$ cat src/pkg/sysopt_pkg.sv
// Constants for the system options, wakeup timer and low-voltage register bank
// Operation
// Option bit 7 picks watchdog clock, once
// Write-once bits keep first write after reset
// Option bit 0 routes comparator to capture
// Id high bits 7:4 unspecified, unwritable
// Id registers read-only, fixed part number
// Wakeup flag set on timeout, sticky
// Writing ack 1 clears wakeup flag
// Wakeup enable raises request while flag set
// Period code 000 off, 8 ms-1.024 s
// External clock periods 256 to 32768
// First timeout may come one tick early
// Low-voltage flag set only when detection enabled
// Writing ack 1 clears low-voltage flag
// Low-voltage irq enable requests interrupt on flag
// Reset enable, once, forces reset on flag
// Stop enable keeps detector running in stop
// Detect enable, once, gates flag/reset/stop
// Bandgap buffer enable drives reference buffer
// Software writes zero to reserved bit 1
// Trip select bit picks high or low point
// Detector input synchronised before use
package sysopt_pkg;
    localparam logic [2:0] ADDR_OPT2    = 3'h0;
    localparam logic [2:0] ADDR_ID_HIGH = 3'h1;
    localparam logic [2:0] ADDR_ID_LOW  = 3'h2;
    localparam logic [2:0] ADDR_WAKEUP  = 3'h3;
    localparam logic [2:0] ADDR_PWR1    = 3'h4;
    localparam logic [2:0] ADDR_PWR3    = 3'h5;

    localparam int OPT_WDOG_CLK_BIT   = 7;
    localparam int OPT_CMP_ROUTE_BIT  = 0;
    localparam int WK_FLAG_BIT        = 7;
    localparam int WK_ACK_BIT         = 6;
    localparam int WK_IRQ_EN_BIT      = 4;
    localparam int PM_FLAG_BIT        = 7;
    localparam int PM_ACK_BIT         = 6;
    localparam int PM_IRQ_EN_BIT      = 5;
    localparam int PM_RST_EN_BIT      = 4;
    localparam int PM_STOP_EN_BIT     = 3;
    localparam int PM_DET_EN_BIT      = 2;
    localparam int PM_BGAP_BIT        = 0;
    localparam int PM3_TRIP_BIT       = 5;

    // Reset values
    localparam logic [7:0] OPT2_RESET = 8'h00;
    localparam logic [7:0] WK_RESET   = 8'h00;
    localparam logic [7:0] PM1_RESET  = 8'h1c;

    // Arbitrary identification value, not a real part number
    localparam logic [11:0] PART_ID = 12'h5a3;

    localparam int CLK_HZ      = 50000000;
    localparam int TICK_HZ     = 1000;
    localparam int TICK_CYCLES = CLK_HZ / TICK_HZ;
    localparam logic [15:0] TICK_LAST = 16'(TICK_CYCLES - 1);
endpackage : sysopt_pkg

$ cat src/verilog/sysopt_regs.sv
// System options, part id, periodic wakeup timer and low-voltage detect registers
`timescale 1ns/100ps
module sysopt_regs
    import sysopt_pkg::*;
(
    input  wire logic       CLK_SYS,
    input  wire logic       RST,
    input  wire logic [2:0] ADDR,
    input  wire logic [7:0] WDATA,
    input  wire logic       WR,
    input  wire logic       RD,
    output logic      [7:0] RDATA,
    input  wire logic       LV_DETECT_ASYNC,
    input  wire logic       EXT_CLK_TICK,
    input  wire logic       WAKEUP_SRC_EXT,
    input  wire logic       STOP_MODE,
    input  wire logic       COMPARATOR_OUT,
    output logic            CAPTURE_CH0_IN,
    output logic            WATCHDOG_CLOCK_SELECT,
    output logic            WAKEUP_IRQ,
    output logic            LOW_VOLTAGE_IRQ,
    output logic            LOW_VOLTAGE_RESET,
    output logic            DETECTOR_ENABLE,
    output logic            LOW_VOLTAGE_TRIP_SELECT,
    output logic            BANDGAP_BUFFER_ENABLE
);
    typedef struct packed {
        logic [7:0]  rdata;
        logic        wdog_clk;
        logic        cmp_route;
        logic        opt_written;
        logic        wk_flag;
        logic        wk_irq_en;
        logic [2:0]  wk_period;
        logic [15:0] tick_div;
        logic [15:0] wk_count;
        logic        lv_flag;
        logic        lv_irq_en;
        logic        lv_rst_en;
        logic        lv_stop_en;
        logic        lv_det_en;
        logic        pm_once_written;
        logic        bgap;
        logic        trip_sel;
        logic        lv_meta;
        logic        lv_sync;
        logic        capture;
        logic        wake_irq;
        logic        lv_irq;
        logic        lv_reset;
        logic        det_on;
    } state_t;

    localparam state_t STATE_RESET = '{
        rdata: 8'h00, wdog_clk: OPT2_RESET[OPT_WDOG_CLK_BIT],
        cmp_route: OPT2_RESET[OPT_CMP_ROUTE_BIT], opt_written: 1'b0,
        wk_flag: 1'b0, wk_irq_en: 1'b0, wk_period: 3'h0, tick_div: 16'h0000,
        wk_count: 16'h0000, lv_flag: 1'b0, lv_irq_en: 1'b0,
        lv_rst_en: PM1_RESET[PM_RST_EN_BIT], lv_stop_en: PM1_RESET[PM_STOP_EN_BIT],
        lv_det_en: PM1_RESET[PM_DET_EN_BIT], pm_once_written: 1'b0, bgap: 1'b0,
        trip_sel: 1'b0, lv_meta: 1'b0, lv_sync: 1'b0, capture: 1'b0,
        wake_irq: 1'b0, lv_irq: 1'b0, lv_reset: 1'b0, det_on: 1'b0
    };

    state_t st;
    state_t next_st;

    // Last count index for a period code; the tick source sets the scale
    function automatic logic [15:0] period_last(input logic [2:0] code, input logic ext);
        logic [15:0] n;
        n = 16'h0000;
        if (ext) begin
            n = (code == 3'h1) ? 16'd255 : 16'((32'd1 << (32'(code) + 32'd8)) - 32'd1);
        end else begin
            case (code)
                3'h1:    n = 16'd7;
                3'h2:    n = 16'd31;
                3'h3:    n = 16'd63;
                3'h4:    n = 16'd127;
                3'h5:    n = 16'd255;
                3'h6:    n = 16'd511;
                3'h7:    n = 16'd1023;
                default: n = 16'd0;
            endcase
        end
        return n;
    endfunction : period_last

    logic        tick;
    logic        wk_timeout;
    logic        wr_opt;
    logic        wr_wk;
    logic        wr_pm1;

    always_comb begin
        next_st = st;
        wr_opt  = WR && (ADDR == ADDR_OPT2);
        wr_wk   = WR && (ADDR == ADDR_WAKEUP);
        wr_pm1  = WR && (ADDR == ADDR_PWR1);

        // Synchroniser: first stage feeds only the second
        next_st.lv_meta = LV_DETECT_ASYNC;
        next_st.lv_sync = st.lv_meta;

        // Option register: both bits taken once, first write only
        if (wr_opt && !st.opt_written) begin
            next_st.wdog_clk    = WDATA[OPT_WDOG_CLK_BIT];
            next_st.cmp_route   = WDATA[OPT_CMP_ROUTE_BIT];
            next_st.opt_written = 1'b1;
        end

        // 1 kHz tick divider runs free, so the first period may be short
        tick = 1'b0;
        if (st.tick_div == TICK_LAST) begin
            next_st.tick_div = 16'h0000;
            tick             = 1'b1;
        end else begin
            next_st.tick_div = st.tick_div + 16'h0001;
        end

        wk_timeout = 1'b0;
        if (st.wk_period == 3'h0) begin
            next_st.wk_count = 16'h0000;
        end else if (WAKEUP_SRC_EXT ? EXT_CLK_TICK : tick) begin
            if (st.wk_count >= period_last(st.wk_period, WAKEUP_SRC_EXT)) begin
                next_st.wk_count = 16'h0000;
                wk_timeout       = 1'b1;
            end else begin
                next_st.wk_count = st.wk_count + 16'h0001;
            end
        end

        if (wr_wk) begin
            next_st.wk_irq_en = WDATA[WK_IRQ_EN_BIT];
            if (WDATA[2:0] != st.wk_period) begin
                next_st.wk_count = 16'h0000;
            end
            next_st.wk_period = WDATA[2:0];
            if (WDATA[WK_ACK_BIT]) begin
                next_st.wk_flag = 1'b0;
            end
        end
        // Set wins over a same-cycle acknowledge
        if (wk_timeout) begin
            next_st.wk_flag = 1'b1;
        end

        if (wr_pm1) begin
            next_st.lv_irq_en = WDATA[PM_IRQ_EN_BIT];
            next_st.lv_stop_en = WDATA[PM_STOP_EN_BIT];
            next_st.bgap      = WDATA[PM_BGAP_BIT];
            if (!st.pm_once_written) begin
                next_st.lv_rst_en       = WDATA[PM_RST_EN_BIT];
                next_st.lv_det_en       = WDATA[PM_DET_EN_BIT];
                next_st.pm_once_written = 1'b1;
            end
            if (WDATA[PM_ACK_BIT]) begin
                next_st.lv_flag = 1'b0;
            end
        end
        if (WR && (ADDR == ADDR_PWR3)) begin
            next_st.trip_sel = WDATA[PM3_TRIP_BIT];
        end
        if (st.lv_sync && st.lv_det_en && (!STOP_MODE || st.lv_stop_en)) begin
            next_st.lv_flag = 1'b1;
        end

        next_st.rdata = 8'h00;
        if (RD) begin
            case (ADDR)
                ADDR_OPT2:    next_st.rdata = {st.wdog_clk, 6'h00, st.cmp_route};
                ADDR_ID_HIGH: next_st.rdata = {4'h0, PART_ID[11:8]};
                ADDR_ID_LOW:  next_st.rdata = PART_ID[7:0];
                ADDR_WAKEUP:  next_st.rdata = {st.wk_flag, 1'b0, 1'b0, st.wk_irq_en,
                                               1'b0, st.wk_period};
                ADDR_PWR1:    next_st.rdata = {st.lv_flag, 1'b0, st.lv_irq_en, st.lv_rst_en,
                                               st.lv_stop_en, st.lv_det_en, 1'b0, st.bgap};
                ADDR_PWR3:    next_st.rdata = {2'h0, st.trip_sel, 5'h00};
                default:      next_st.rdata = 8'h00;
            endcase
        end

        next_st.capture  = st.cmp_route & COMPARATOR_OUT;
        next_st.wake_irq = st.wk_flag & st.wk_irq_en;
        next_st.lv_irq   = st.lv_flag & st.lv_irq_en;
        next_st.lv_reset = st.lv_flag & st.lv_rst_en & st.lv_det_en;
        next_st.det_on   = st.lv_det_en & (!STOP_MODE | st.lv_stop_en);
    end

    always_ff @(posedge CLK_SYS or posedge RST) begin
        if (RST) begin
            st <= STATE_RESET;
        end else begin
            st <= next_st;
        end
    end

    assign RDATA                   = st.rdata;
    assign CAPTURE_CH0_IN          = st.capture;
    assign WATCHDOG_CLOCK_SELECT   = st.wdog_clk;
    assign WAKEUP_IRQ              = st.wake_irq;
    assign LOW_VOLTAGE_IRQ         = st.lv_irq;
    assign LOW_VOLTAGE_RESET       = st.lv_reset;
    assign DETECTOR_ENABLE         = st.det_on;
    assign LOW_VOLTAGE_TRIP_SELECT = st.trip_sel;
    assign BANDGAP_BUFFER_ENABLE   = st.bgap;

    property p_wdog_once;
        @(posedge CLK_SYS) disable iff (RST)
        st.opt_written |=> $stable(st.wdog_clk);
    endproperty
    a_wdog_once: assert property (p_wdog_once) else $error("watchdog select changed twice");

    property p_pm_once;
        @(posedge CLK_SYS) disable iff (RST)
        st.pm_once_written |=> ($stable(st.lv_det_en) && $stable(st.lv_rst_en));
    endproperty
    a_pm_once: assert property (p_pm_once) else $error("write-once bit changed");

    property p_route;
        @(posedge CLK_SYS) disable iff (RST)
        !st.cmp_route |=> !CAPTURE_CH0_IN;
    endproperty
    a_route: assert property (p_route) else $error("comparator leaked to capture");

    property p_id_read;
        @(posedge CLK_SYS) disable iff (RST)
        (RD && ADDR == ADDR_ID_LOW) |=> (RDATA == PART_ID[7:0]);
    endproperty
    a_id_read: assert property (p_id_read) else $error("part id low wrong");

    property p_wk_set;
        @(posedge CLK_SYS) disable iff (RST)
        wk_timeout |=> st.wk_flag;
    endproperty
    a_wk_set: assert property (p_wk_set) else $error("wakeup flag not set");

    property p_wk_ack;
        @(posedge CLK_SYS) disable iff (RST)
        (wr_wk && WDATA[WK_ACK_BIT] && !wk_timeout) |=> !st.wk_flag;
    endproperty
    a_wk_ack: assert property (p_wk_ack) else $error("wakeup ack failed");

    property p_wk_irq;
        @(posedge CLK_SYS) disable iff (RST)
        (st.wk_flag && st.wk_irq_en) |=> WAKEUP_IRQ;
    endproperty
    a_wk_irq: assert property (p_wk_irq) else $error("wakeup irq missing");

    property p_lv_gate;
        @(posedge CLK_SYS) disable iff (RST)
        (!st.lv_det_en && !st.lv_flag) |=> !st.lv_flag;
    endproperty
    a_lv_gate: assert property (p_lv_gate) else $error("flag set while disabled");

    property p_lv_reset;
        @(posedge CLK_SYS) disable iff (RST)
        LOW_VOLTAGE_RESET |-> $past(st.lv_det_en);
    endproperty
    a_lv_reset: assert property (p_lv_reset) else $error("reset without detect enable");

    property p_wdog_first;
        @(posedge CLK_SYS) disable iff (RST)
        (wr_opt && !st.opt_written) |=> WATCHDOG_CLOCK_SELECT == $past(WDATA[OPT_WDOG_CLK_BIT]);
    endproperty
    a_wdog_first: assert property (p_wdog_first) else $error("watchdog select not taken");

    property p_opt_refused;
        @(posedge CLK_SYS) disable iff (RST)
        (wr_opt && st.opt_written) |=> $stable(st.cmp_route);
    endproperty
    a_opt_refused: assert property (p_opt_refused) else $error("option rewrite taken");

    property p_route_on;
        @(posedge CLK_SYS) disable iff (RST)
        (st.cmp_route && COMPARATOR_OUT) |=> CAPTURE_CH0_IN;
    endproperty
    a_route_on: assert property (p_route_on) else $error("comparator not routed");

    property p_id_high_top;
        @(posedge CLK_SYS) disable iff (RST)
        (RD && ADDR == ADDR_ID_HIGH) |=> (RDATA[7:4] == 4'h0);
    endproperty
    a_id_high_top: assert property (p_id_high_top) else $error("id high top bits wrong");

    property p_id_high_read;
        @(posedge CLK_SYS) disable iff (RST)
        (RD && ADDR == ADDR_ID_HIGH) |=> (RDATA[3:0] == PART_ID[11:8]);
    endproperty
    a_id_high_read: assert property (p_id_high_read) else $error("part id high wrong");

    property p_wk_sticky;
        @(posedge CLK_SYS) disable iff (RST)
        (st.wk_flag && !(wr_wk && WDATA[WK_ACK_BIT])) |=> st.wk_flag;
    endproperty
    a_wk_sticky: assert property (p_wk_sticky) else $error("wakeup flag lost");

    property p_wk_ack_read;
        @(posedge CLK_SYS) disable iff (RST)
        (RD && ADDR == ADDR_WAKEUP) |=> !RDATA[WK_ACK_BIT];
    endproperty
    a_wk_ack_read: assert property (p_wk_ack_read) else $error("wakeup ack read back");

    property p_wk_irq_off;
        @(posedge CLK_SYS) disable iff (RST)
        !st.wk_irq_en |=> !WAKEUP_IRQ;
    endproperty
    a_wk_irq_off: assert property (p_wk_irq_off) else $error("wakeup irq while disabled");

    property p_wk_off;
        @(posedge CLK_SYS) disable iff (RST)
        (st.wk_period == 3'h0) |-> !wk_timeout;
    endproperty
    a_wk_off: assert property (p_wk_off) else $error("timeout with timer off");

    property p_wk_ext_len;
        @(posedge CLK_SYS) disable iff (RST)
        (wk_timeout && WAKEUP_SRC_EXT && st.wk_period == 3'h1) |-> (st.wk_count == 16'd255);
    endproperty
    a_wk_ext_len: assert property (p_wk_ext_len) else $error("external period wrong");

    property p_tick_bound;
        @(posedge CLK_SYS) disable iff (RST)
        st.tick_div <= TICK_LAST;
    endproperty
    a_tick_bound: assert property (p_tick_bound) else $error("tick divider overran");

    property p_lv_sticky;
        @(posedge CLK_SYS) disable iff (RST)
        (st.lv_flag && !(wr_pm1 && WDATA[PM_ACK_BIT])) |=> st.lv_flag;
    endproperty
    a_lv_sticky: assert property (p_lv_sticky) else $error("low-voltage flag lost");

    property p_lv_ack;
        @(posedge CLK_SYS) disable iff (RST)
        (wr_pm1 && WDATA[PM_ACK_BIT] && !st.lv_sync) |=> !st.lv_flag;
    endproperty
    a_lv_ack: assert property (p_lv_ack) else $error("low-voltage ack failed");

    property p_lv_irq;
        @(posedge CLK_SYS) disable iff (RST)
        (st.lv_flag && st.lv_irq_en) |=> LOW_VOLTAGE_IRQ;
    endproperty
    a_lv_irq: assert property (p_lv_irq) else $error("low-voltage irq missing");

    property p_lv_irq_off;
        @(posedge CLK_SYS) disable iff (RST)
        !st.lv_irq_en |=> !LOW_VOLTAGE_IRQ;
    endproperty
    a_lv_irq_off: assert property (p_lv_irq_off) else $error("low-voltage irq while off");

    property p_lv_rst;
        @(posedge CLK_SYS) disable iff (RST)
        (st.lv_flag && st.lv_rst_en && st.lv_det_en) |=> LOW_VOLTAGE_RESET;
    endproperty
    a_lv_rst: assert property (p_lv_rst) else $error("low-voltage reset missing");

    property p_lv_stop;
        @(posedge CLK_SYS) disable iff (RST)
        (STOP_MODE && !st.lv_stop_en) |=> !DETECTOR_ENABLE;
    endproperty
    a_lv_stop: assert property (p_lv_stop) else $error("detector on in stop");

    property p_bgap;
        @(posedge CLK_SYS) disable iff (RST)
        wr_pm1 |=> (BANDGAP_BUFFER_ENABLE == $past(WDATA[PM_BGAP_BIT]));
    endproperty
    a_bgap: assert property (p_bgap) else $error("bandgap enable not taken");

    property p_trip;
        @(posedge CLK_SYS) disable iff (RST)
        (WR && ADDR == ADDR_PWR3) |=> (LOW_VOLTAGE_TRIP_SELECT == $past(WDATA[PM3_TRIP_BIT]));
    endproperty
    a_trip: assert property (p_trip) else $error("trip select not taken");
endmodule : sysopt_regs

$ cat config.mk
export PLATFORM = sky130hd
export DESIGN_NAME = sysopt_regs
export DESIGN_NICKNAME = d
export VERILOG_FILES = /design/src/pkg/sysopt_pkg.sv /design/src/verilog/sysopt_regs.sv
export SDC_FILE = /design/constraint.sdc
export NUM_CORES = 1
export LEC_CHECK = 0
export BUFFER_PORTS_ARGS = -buffer_cell sky130_fd_sc_hd__buf_2
export CORE_ASPECT_RATIO = 1.5
export CORE_MARGIN = 10
export CORE_UTILIZATION = 60
export CTS_CLUSTER_SIZE = 28
export DETAILED_ROUTE_END_ITERATION = 10
export PLACE_DENSITY = 0.81
export SLEW_MARGIN = 20
export SYNTH_ARGS = -nofsm -noshare
export SYNTH_HDL_FRONTEND = slang
export SYNTH_SLANG_ARGS = --single-unit
export TNS_END_PERCENT = 50
$ cat constraint.sdc
create_clock -name CLK_SYS -period 4.5 [get_ports CLK_SYS]
set_input_delay 0.9 -clock CLK_SYS [delete_from_list [all_inputs] [get_ports CLK_SYS]]
set_output_delay 0.9 -clock CLK_SYS [all_outputs]
set_load 0.005 [all_outputs]
==> results of run 1 <==
## final timing paths
kind / to / slack, ns / depth (start not counted)
max in group asynchronous: st[12]$_DFFE_PP1P_ / 3.03 / 3
worst max register to register: st[30]$_DFF_PP0_ / 1.30 / 10
worst min-delay path: st[5]$_DFF_PP0_ / 0.36 / 0
worst max-delay path: st[30]$_DFF_PP0_ / 1.12 / 11
worst min register to register: st[5]$_DFF_PP0_ / 0.36 / 0
min in group asynchronous: DETECTOR_ENABLE$_DFF_PP0_ / 0.60 / 2
## synth_stat cells, types with 3 or more instances
cell	number
dfstp_2	3
dfrtp_1	59
xor2_1	8
or3_2	3
buf_2	3
nor3_1	9
or4b_1	3
or3_1	4
a211oi_2	6
buf_4	8
o21ai_0	16
nand3_1	18
clkbuf_8	3
mux2_2	7
nor2b_1	7
or4_1	5
and3_1	7
clkbuf_1	5
nand2_1	38
nor2_1	22
ha_1	18
buf_6	3
o31ai_1	5
xnor2_1	9
a211oi_1	9
inv_1	11
and2_1	5
a21oi_1	13
## registers in the layout, indices dropped and copies added, names as in the netlist
| signal | count |
|---|---|
| st | 46 |
| RDATA | 7 |
| BANDGAP_BUFFER_ENABLE | 1 |
| CAPTURE_CH0_IN | 1 |
| DETECTOR_ENABLE | 1 |
| LOW_VOLTAGE_IRQ | 1 |
| LOW_VOLTAGE_RESET | 1 |
| LOW_VOLTAGE_TRIP_SELECT | 1 |
| WAKEUP_IRQ | 1 |
| WATCHDOG_CLOCK_SELECT | 1 |
| next_st | 1 |
## layout make-up
cell class                 instances  area, um^2  share of cell area [%]
multi-input combinational        250        1702                   44.99
inverter                          12       45.04                   1.191
sequential                        62        1555                   41.12
tap                               70       87.58                   2.316
timing repair buffer              36       185.2                   4.896
clock inverter                     3       42.54                   1.125
clock buffer                      12       165.2                   4.367
## stage by stage
stage | cell area, um^2 | std cells | setup slack [ns] | total power, W
3_3_place_gp | 3575 | 430 | 0.9280 | 0.0008513
3_5_place_dp | 3575 | 430 | 0.8123 | 0.0008630
4_1_cts | 3782 | 445 | 1.146 | 0.001368
6_report | 3782 | 445 | 1.121 | 0.001356
2_1_floorplan | 3471 | 346 | 1.456 | 0.0008008
5_1_grt | 3782 | 445 | 0.9798 | 0.001425
## metal layers
layer  vias up  routed length [um]  track usage [%]  part of all wire [%]
li1       1282                   -                -                     -
met1      1283                2826            17.59                    39
met2        77                3683            28.54                    51
met3        25                 421            3.645                   5.8
met4         0                 278            10.14                   3.9
met5         -                   0                0                     0
## report_power, final
part	internal [W]	leakage (nW)	switching [W]
combinational	0.0000871	0.829	0.000114
clock	0.000297	0.104	0.000205
sequential	0.000608	0.802	0.0000450
## cell families after synthesis
logic type               synth area share [%]
AND/OR/NAND/NOR                         20.94
AO/OA/AOI/OAI                           13.59
flip-flops                              44.81
buffers and inverters                   6.164
adder cells (fa/ha/maj)                 6.489
XOR/XNOR                                4.290
multiplexers                            3.497
other                                  0.2164
==> results.md, run 1 <==
- Peak supply drop: 0.0002925 V
- Fin. max-slew vios: 0
- EDFF count, synth: 0
- WS Path Type: input pin to register
- Placement row count: 33
- Ys async rst share: 100.0%
- Clk buf depth: 2
- Worst Path Required: 4.74 ns
- Critical-path top delay cell: a41oi_2
- CP delay by family, top: compound AO/OA/AOI/OAI gates
- RSZ-0062 raised after global routing: no
- # DRC: 0
- IO Pins: 36
- Seq cells post-synth: 62
- CP Max Fanout: 17
- CP max stage delay: 0.57 ns
- Final setup fails: 0
- Max Freq: 295.9 MHz
- # diodes: 0
- CP cell instances: buf_2 > or2_2 > inv_1 > nand2_1 > inv_1 > ha_1 > nor2b_1 > o211a_1 > o311ai_0 > a41oi_2 > a211oi_1
- Vias/cell: 5.993
- Most common cell after layout, fill and taps aside: dfrtp_1
- Avg Cell Area, Syn: 10.03 um^2
- Setup TNS: 0 ns
- Gate count of the mapped netlist: 346
- Root buf cell: clkbuf_8
- Final Core Density: 68.36%
- Final period util: 75.09%
- Initial Util: 62.73%
- Syn nets: 384
- Routability congestion estimate: 0.8646
- Pwr dens: 358.5 mW/mm^2
- # Max-Cap Violations: 0
- Buf/Inv on CP: 3
- Final hold vios: 0
- Post-CTS Repair Setup Buffers: 0
- Worst setup path start: WAKEUP_SRC_EXT
- Gr usage total: 16.60%
- Via count: 2,667
- Ys Warns: 0
- Initial antenna violation count: 0
- Die X-Extent: 82.10 um
- Area Growth Syn to Fin: 8.976%
- CP arrival: 3.62 ns
- Share of cells above drive strength 1: 21.33%
- CTS Buf Count: 9
- Clk_lat worst skew: 0.34 ns
- Grt total ovfl: 0
- Synth Flop Type: dfrtp_1
- Largest net degree at the start of global routing: 37
- CP Launch Type: input pin
- Starting DRT DRC Count: 145
- Most frequent cells in the layout: dfrtp_1, nand2_1, buf_2, nor2_1
- Final net count: 409
- Worst-margin pin slew: 1.020 ns
- Synth cell types: 56
- Hold Slack: 0.3593 ns
- Synth Cell Area: 0.003471 mm^2
- H-tree depth: 3
- Slew headroom: 32.01%
- CTS tree: yes
- Synth top area share: 42.54%
- Fill cell count: 435
- Area leader, netlist: dfrtp_1
- Hold Path Origin: next_st[5]$_DFF_PP0_
- Lkg Pwr: 1.735 nW
- Antenna-violating nets left: 0
- Detailed Route WL: 7209 um
- IO Port Bufs: 34
- Clock transition at path regs: 0.07 ns
- Chip height: 113.2 um
- Sink Count: 62
- Reg2reg start: st[49]$_DFFE_PP0P_
- Top cells by area, synth: dfrtp_1, ha_1, nand2_1, nand3_1, nor2_1
- Setup crit end kind: register
- Global-route wire length before repair: 12,250 um
- HP Class: register to register
- Vias in the first global route: 2,692
- Outcome: completed
- CTS resizes: 0
- Detail Placement HPWL: 5285 um
- TritonRoute pass-1 iters: 4
- Crit path top cell by count: inv_1
- Core area: 0.005533 mm^2
- Routed wire per std cell: 16.20 um
- Min Clock Period, post-route: 3.379 ns
- Die area: 0.009290 mm^2
- Register area share after synthesis: 44.81%
- Hold buffer count at cts: 0
- Layout Skew: 0.008244 ns
Note: power is estimated with default switching activity, not from simulation.
==> run 2: changes to the inputs <==
--- a/config.mk
+++ b/config.mk
@@ -8,10 +8,10 @@
 export BUFFER_PORTS_ARGS = -buffer_cell sky130_fd_sc_hd__buf_2
 export CORE_ASPECT_RATIO = 1.5
 export CORE_MARGIN = 10
-export CORE_UTILIZATION = 60
+export CORE_UTILIZATION = 53
 export CTS_CLUSTER_SIZE = 28
 export DETAILED_ROUTE_END_ITERATION = 10
-export PLACE_DENSITY = 0.81
+export PLACE_DENSITY = 0.76
 export SLEW_MARGIN = 20
 export SYNTH_ARGS = -nofsm -noshare
 export SYNTH_HDL_FRONTEND = slang
==> constraint.sdc (replaced) <==
create_clock -name CLK_SYS -period 2.9 [get_ports CLK_SYS]
set_input_delay 0.58 -clock CLK_SYS [delete_from_list [all_inputs] [get_ports CLK_SYS]]
set_output_delay 0.58 -clock CLK_SYS [all_outputs]
set_load 0.005 [all_outputs]
==> results.md, run 2 (synthesis results as in run 1) <==
- Reg2reg start: st[49]$_DFFE_PP0P_
- Die X-Extent: 86.08 um
- Vias in the first global route: 2,631
- Final period util: 91.70%
- Min Clock Period, post-route: 2.659 ns
- Clk_lat worst skew: 0.35 ns
- RSZ-0062 raised after global routing: no
- R2r setup slk: 0.24 ns
- Chip height: 119.1 um
- # Max-Cap Violations: 0
- CTS Buf Count: 9
- H-tree depth: 3
- Outcome: completed
- Max Freq: 376.0 MHz
- Pwr dens: 536.2 mW/mm^2
- CP Max Fanout: 16
- Gr usage total: 15.09%
- Worst Path Required: 3.15 ns
- Detail Placement HPWL: 5225 um
- Finished Layout Cells: 459
- Final hold vios: 0
- Share of cells above drive strength 1: 22.98%
- Area Growth Syn to Fin: 11.07%
- Worst-margin pin slew: 0.7968 ns
- TritonRoute pass-1 iters: 4
- Die area: 0.01025 mm^2
- Sink Count: 62
- CP arrival: 2.91 ns
- Via count: 2,641
- # DRC: 0
- Most common cell after layout, fill and taps aside: dfrtp_1
- Most frequent cells in the layout: dfrtp_1, nand2_1, buf_2, nor2_1
- Worst setup path start: st[49]$_DFFE_PP0P_
- Core area: 0.006441 mm^2
- Peak supply drop: 0.0003294 V
- Top reg by flops: st
- Grt total ovfl: 0
- Initial antenna violation count: 0
- IO Pins: 36
- WS Path Type: register to register
- Root buf cell: clkbuf_8
- Initial Util: 53.89%
- # diodes: 0
- Lkg Pwr: 1.775 nW
- Tot Pwr: 0.002067 W
- IO Port Bufs: 34
- Setup crit end kind: register
- Detailed Route WL: 7261 um
- CP Launch Type: register
- Final net count: 417
- Fin. max-slew vios: 0
- Vias/cell: 5.754
- Post-Place Cells: 444
- Antenna-violating nets left: 0
- Routed wire per std cell: 15.82 um
- Global-route wire length before repair: 12,410 um
- Final setup fails: 0
- Max FFs per register: 46
- Layout Skew: 0.006833 ns
- Clock transition at path regs: 0.07 ns
- Clk buf depth: 2
- Hold Slack: 0.2640 ns
- Slew headroom: 45.74%
- CTS tree: yes
- HP Class: input pin to async pin
- Placement row count: 36
- Largest net degree at the start of global routing: 63
- Routability congestion estimate: 0.8189
- Starting DRT DRC Count: 172
==> run 2: changes by cell type in the layout (fill, tap and decap cells not counted) <==
cell	change
buf_4	+6
clkbuf_8	-3
clkinv_2	+1
o311ai_1	+1
clkinvlp_4	+1
clkinv_4	+1
buf_12	+2
o311ai_0	-1
==> run 2: power by group <==
part           switching [W]  total, W  internal, W
clock network       0.000340  0.000729     0.000389
registers          0.0000488  0.000992     0.000944
logic               0.000195  0.000346     0.000151
total               0.000583   0.00207      0.00148
==> run 2: final timing paths <==
path | endpoint | cells past startpoint
min in group CLK_SYS | next_st[5]$_DFF_PP0_ | 1
max reg2reg | st[17]$_DFF_PP0_ | 11
min reg2reg | st[5]$_DFF_PP0_ | 0
max | st[17]$_DFF_PP0_ | 11
max in group asynchronous | st[12]$_DFFE_PP1P_ | 3
min | st[24]$_DFF_PP0_ | 3
==> run 2: through the flow <==
stage | utilization (%) | cell area [um^2] | setup TNS (ns) | setup WS (ns)
after detailed placement | 56.93 | 3667 | -0.1309 | -0.03656
after floorplan | - | 3471 | 0 | 0.1765
after CTS | 59.85 | 3855 | 0 | 0.1367
final | 59.85 | 3855 | 0 | 0.2407
after global routing | 59.85 | 3855 | 0 | 0.07750
after global placement | 56.93 | 3667 | 0 | 0.06266
==> run 2: layout make-up <==
type	count	area, um^2
clock buffer	9	123.9
clock inverter	6	63.81
fill	577	2586
inverter	12	45.04
multi-input combinational	250	1702
sequential	62	1555
tap	76	95.09
timing repair buffer	44	270.3
==> run 2: layer usage <==
layer  vias to the layer above  GRT usage [%]  wire length [um]
met4                         0          8.058               148
met5                         -              0                 0
met2                        49          25.79              3835
met3                        11          4.366               348
li1                       1292              -                 -
met1                      1289          16.16              2929
==> run 2: worst max-delay path, stage by stage, from the launching register on <==
cell and delay [ns]:
dfrtp_1 0.41, or2_2 0.31, inv_1 0.07, nand2_1 0.06
inv_1 0.09, ha_1 0.23, nor2b_1 0.14, o211a_1 0.22
o311ai_1 0.34, a41oi_2 0.22, buf_12 0.21, a211oi_1 0.24
==> run 2: repair_timing <==
item / CTS / global route
setup endpoints to repair: 0 / 4
setup buffers: 0 / 0
gates resized for setup: 0 / 1
hold buffers: 0 / 0
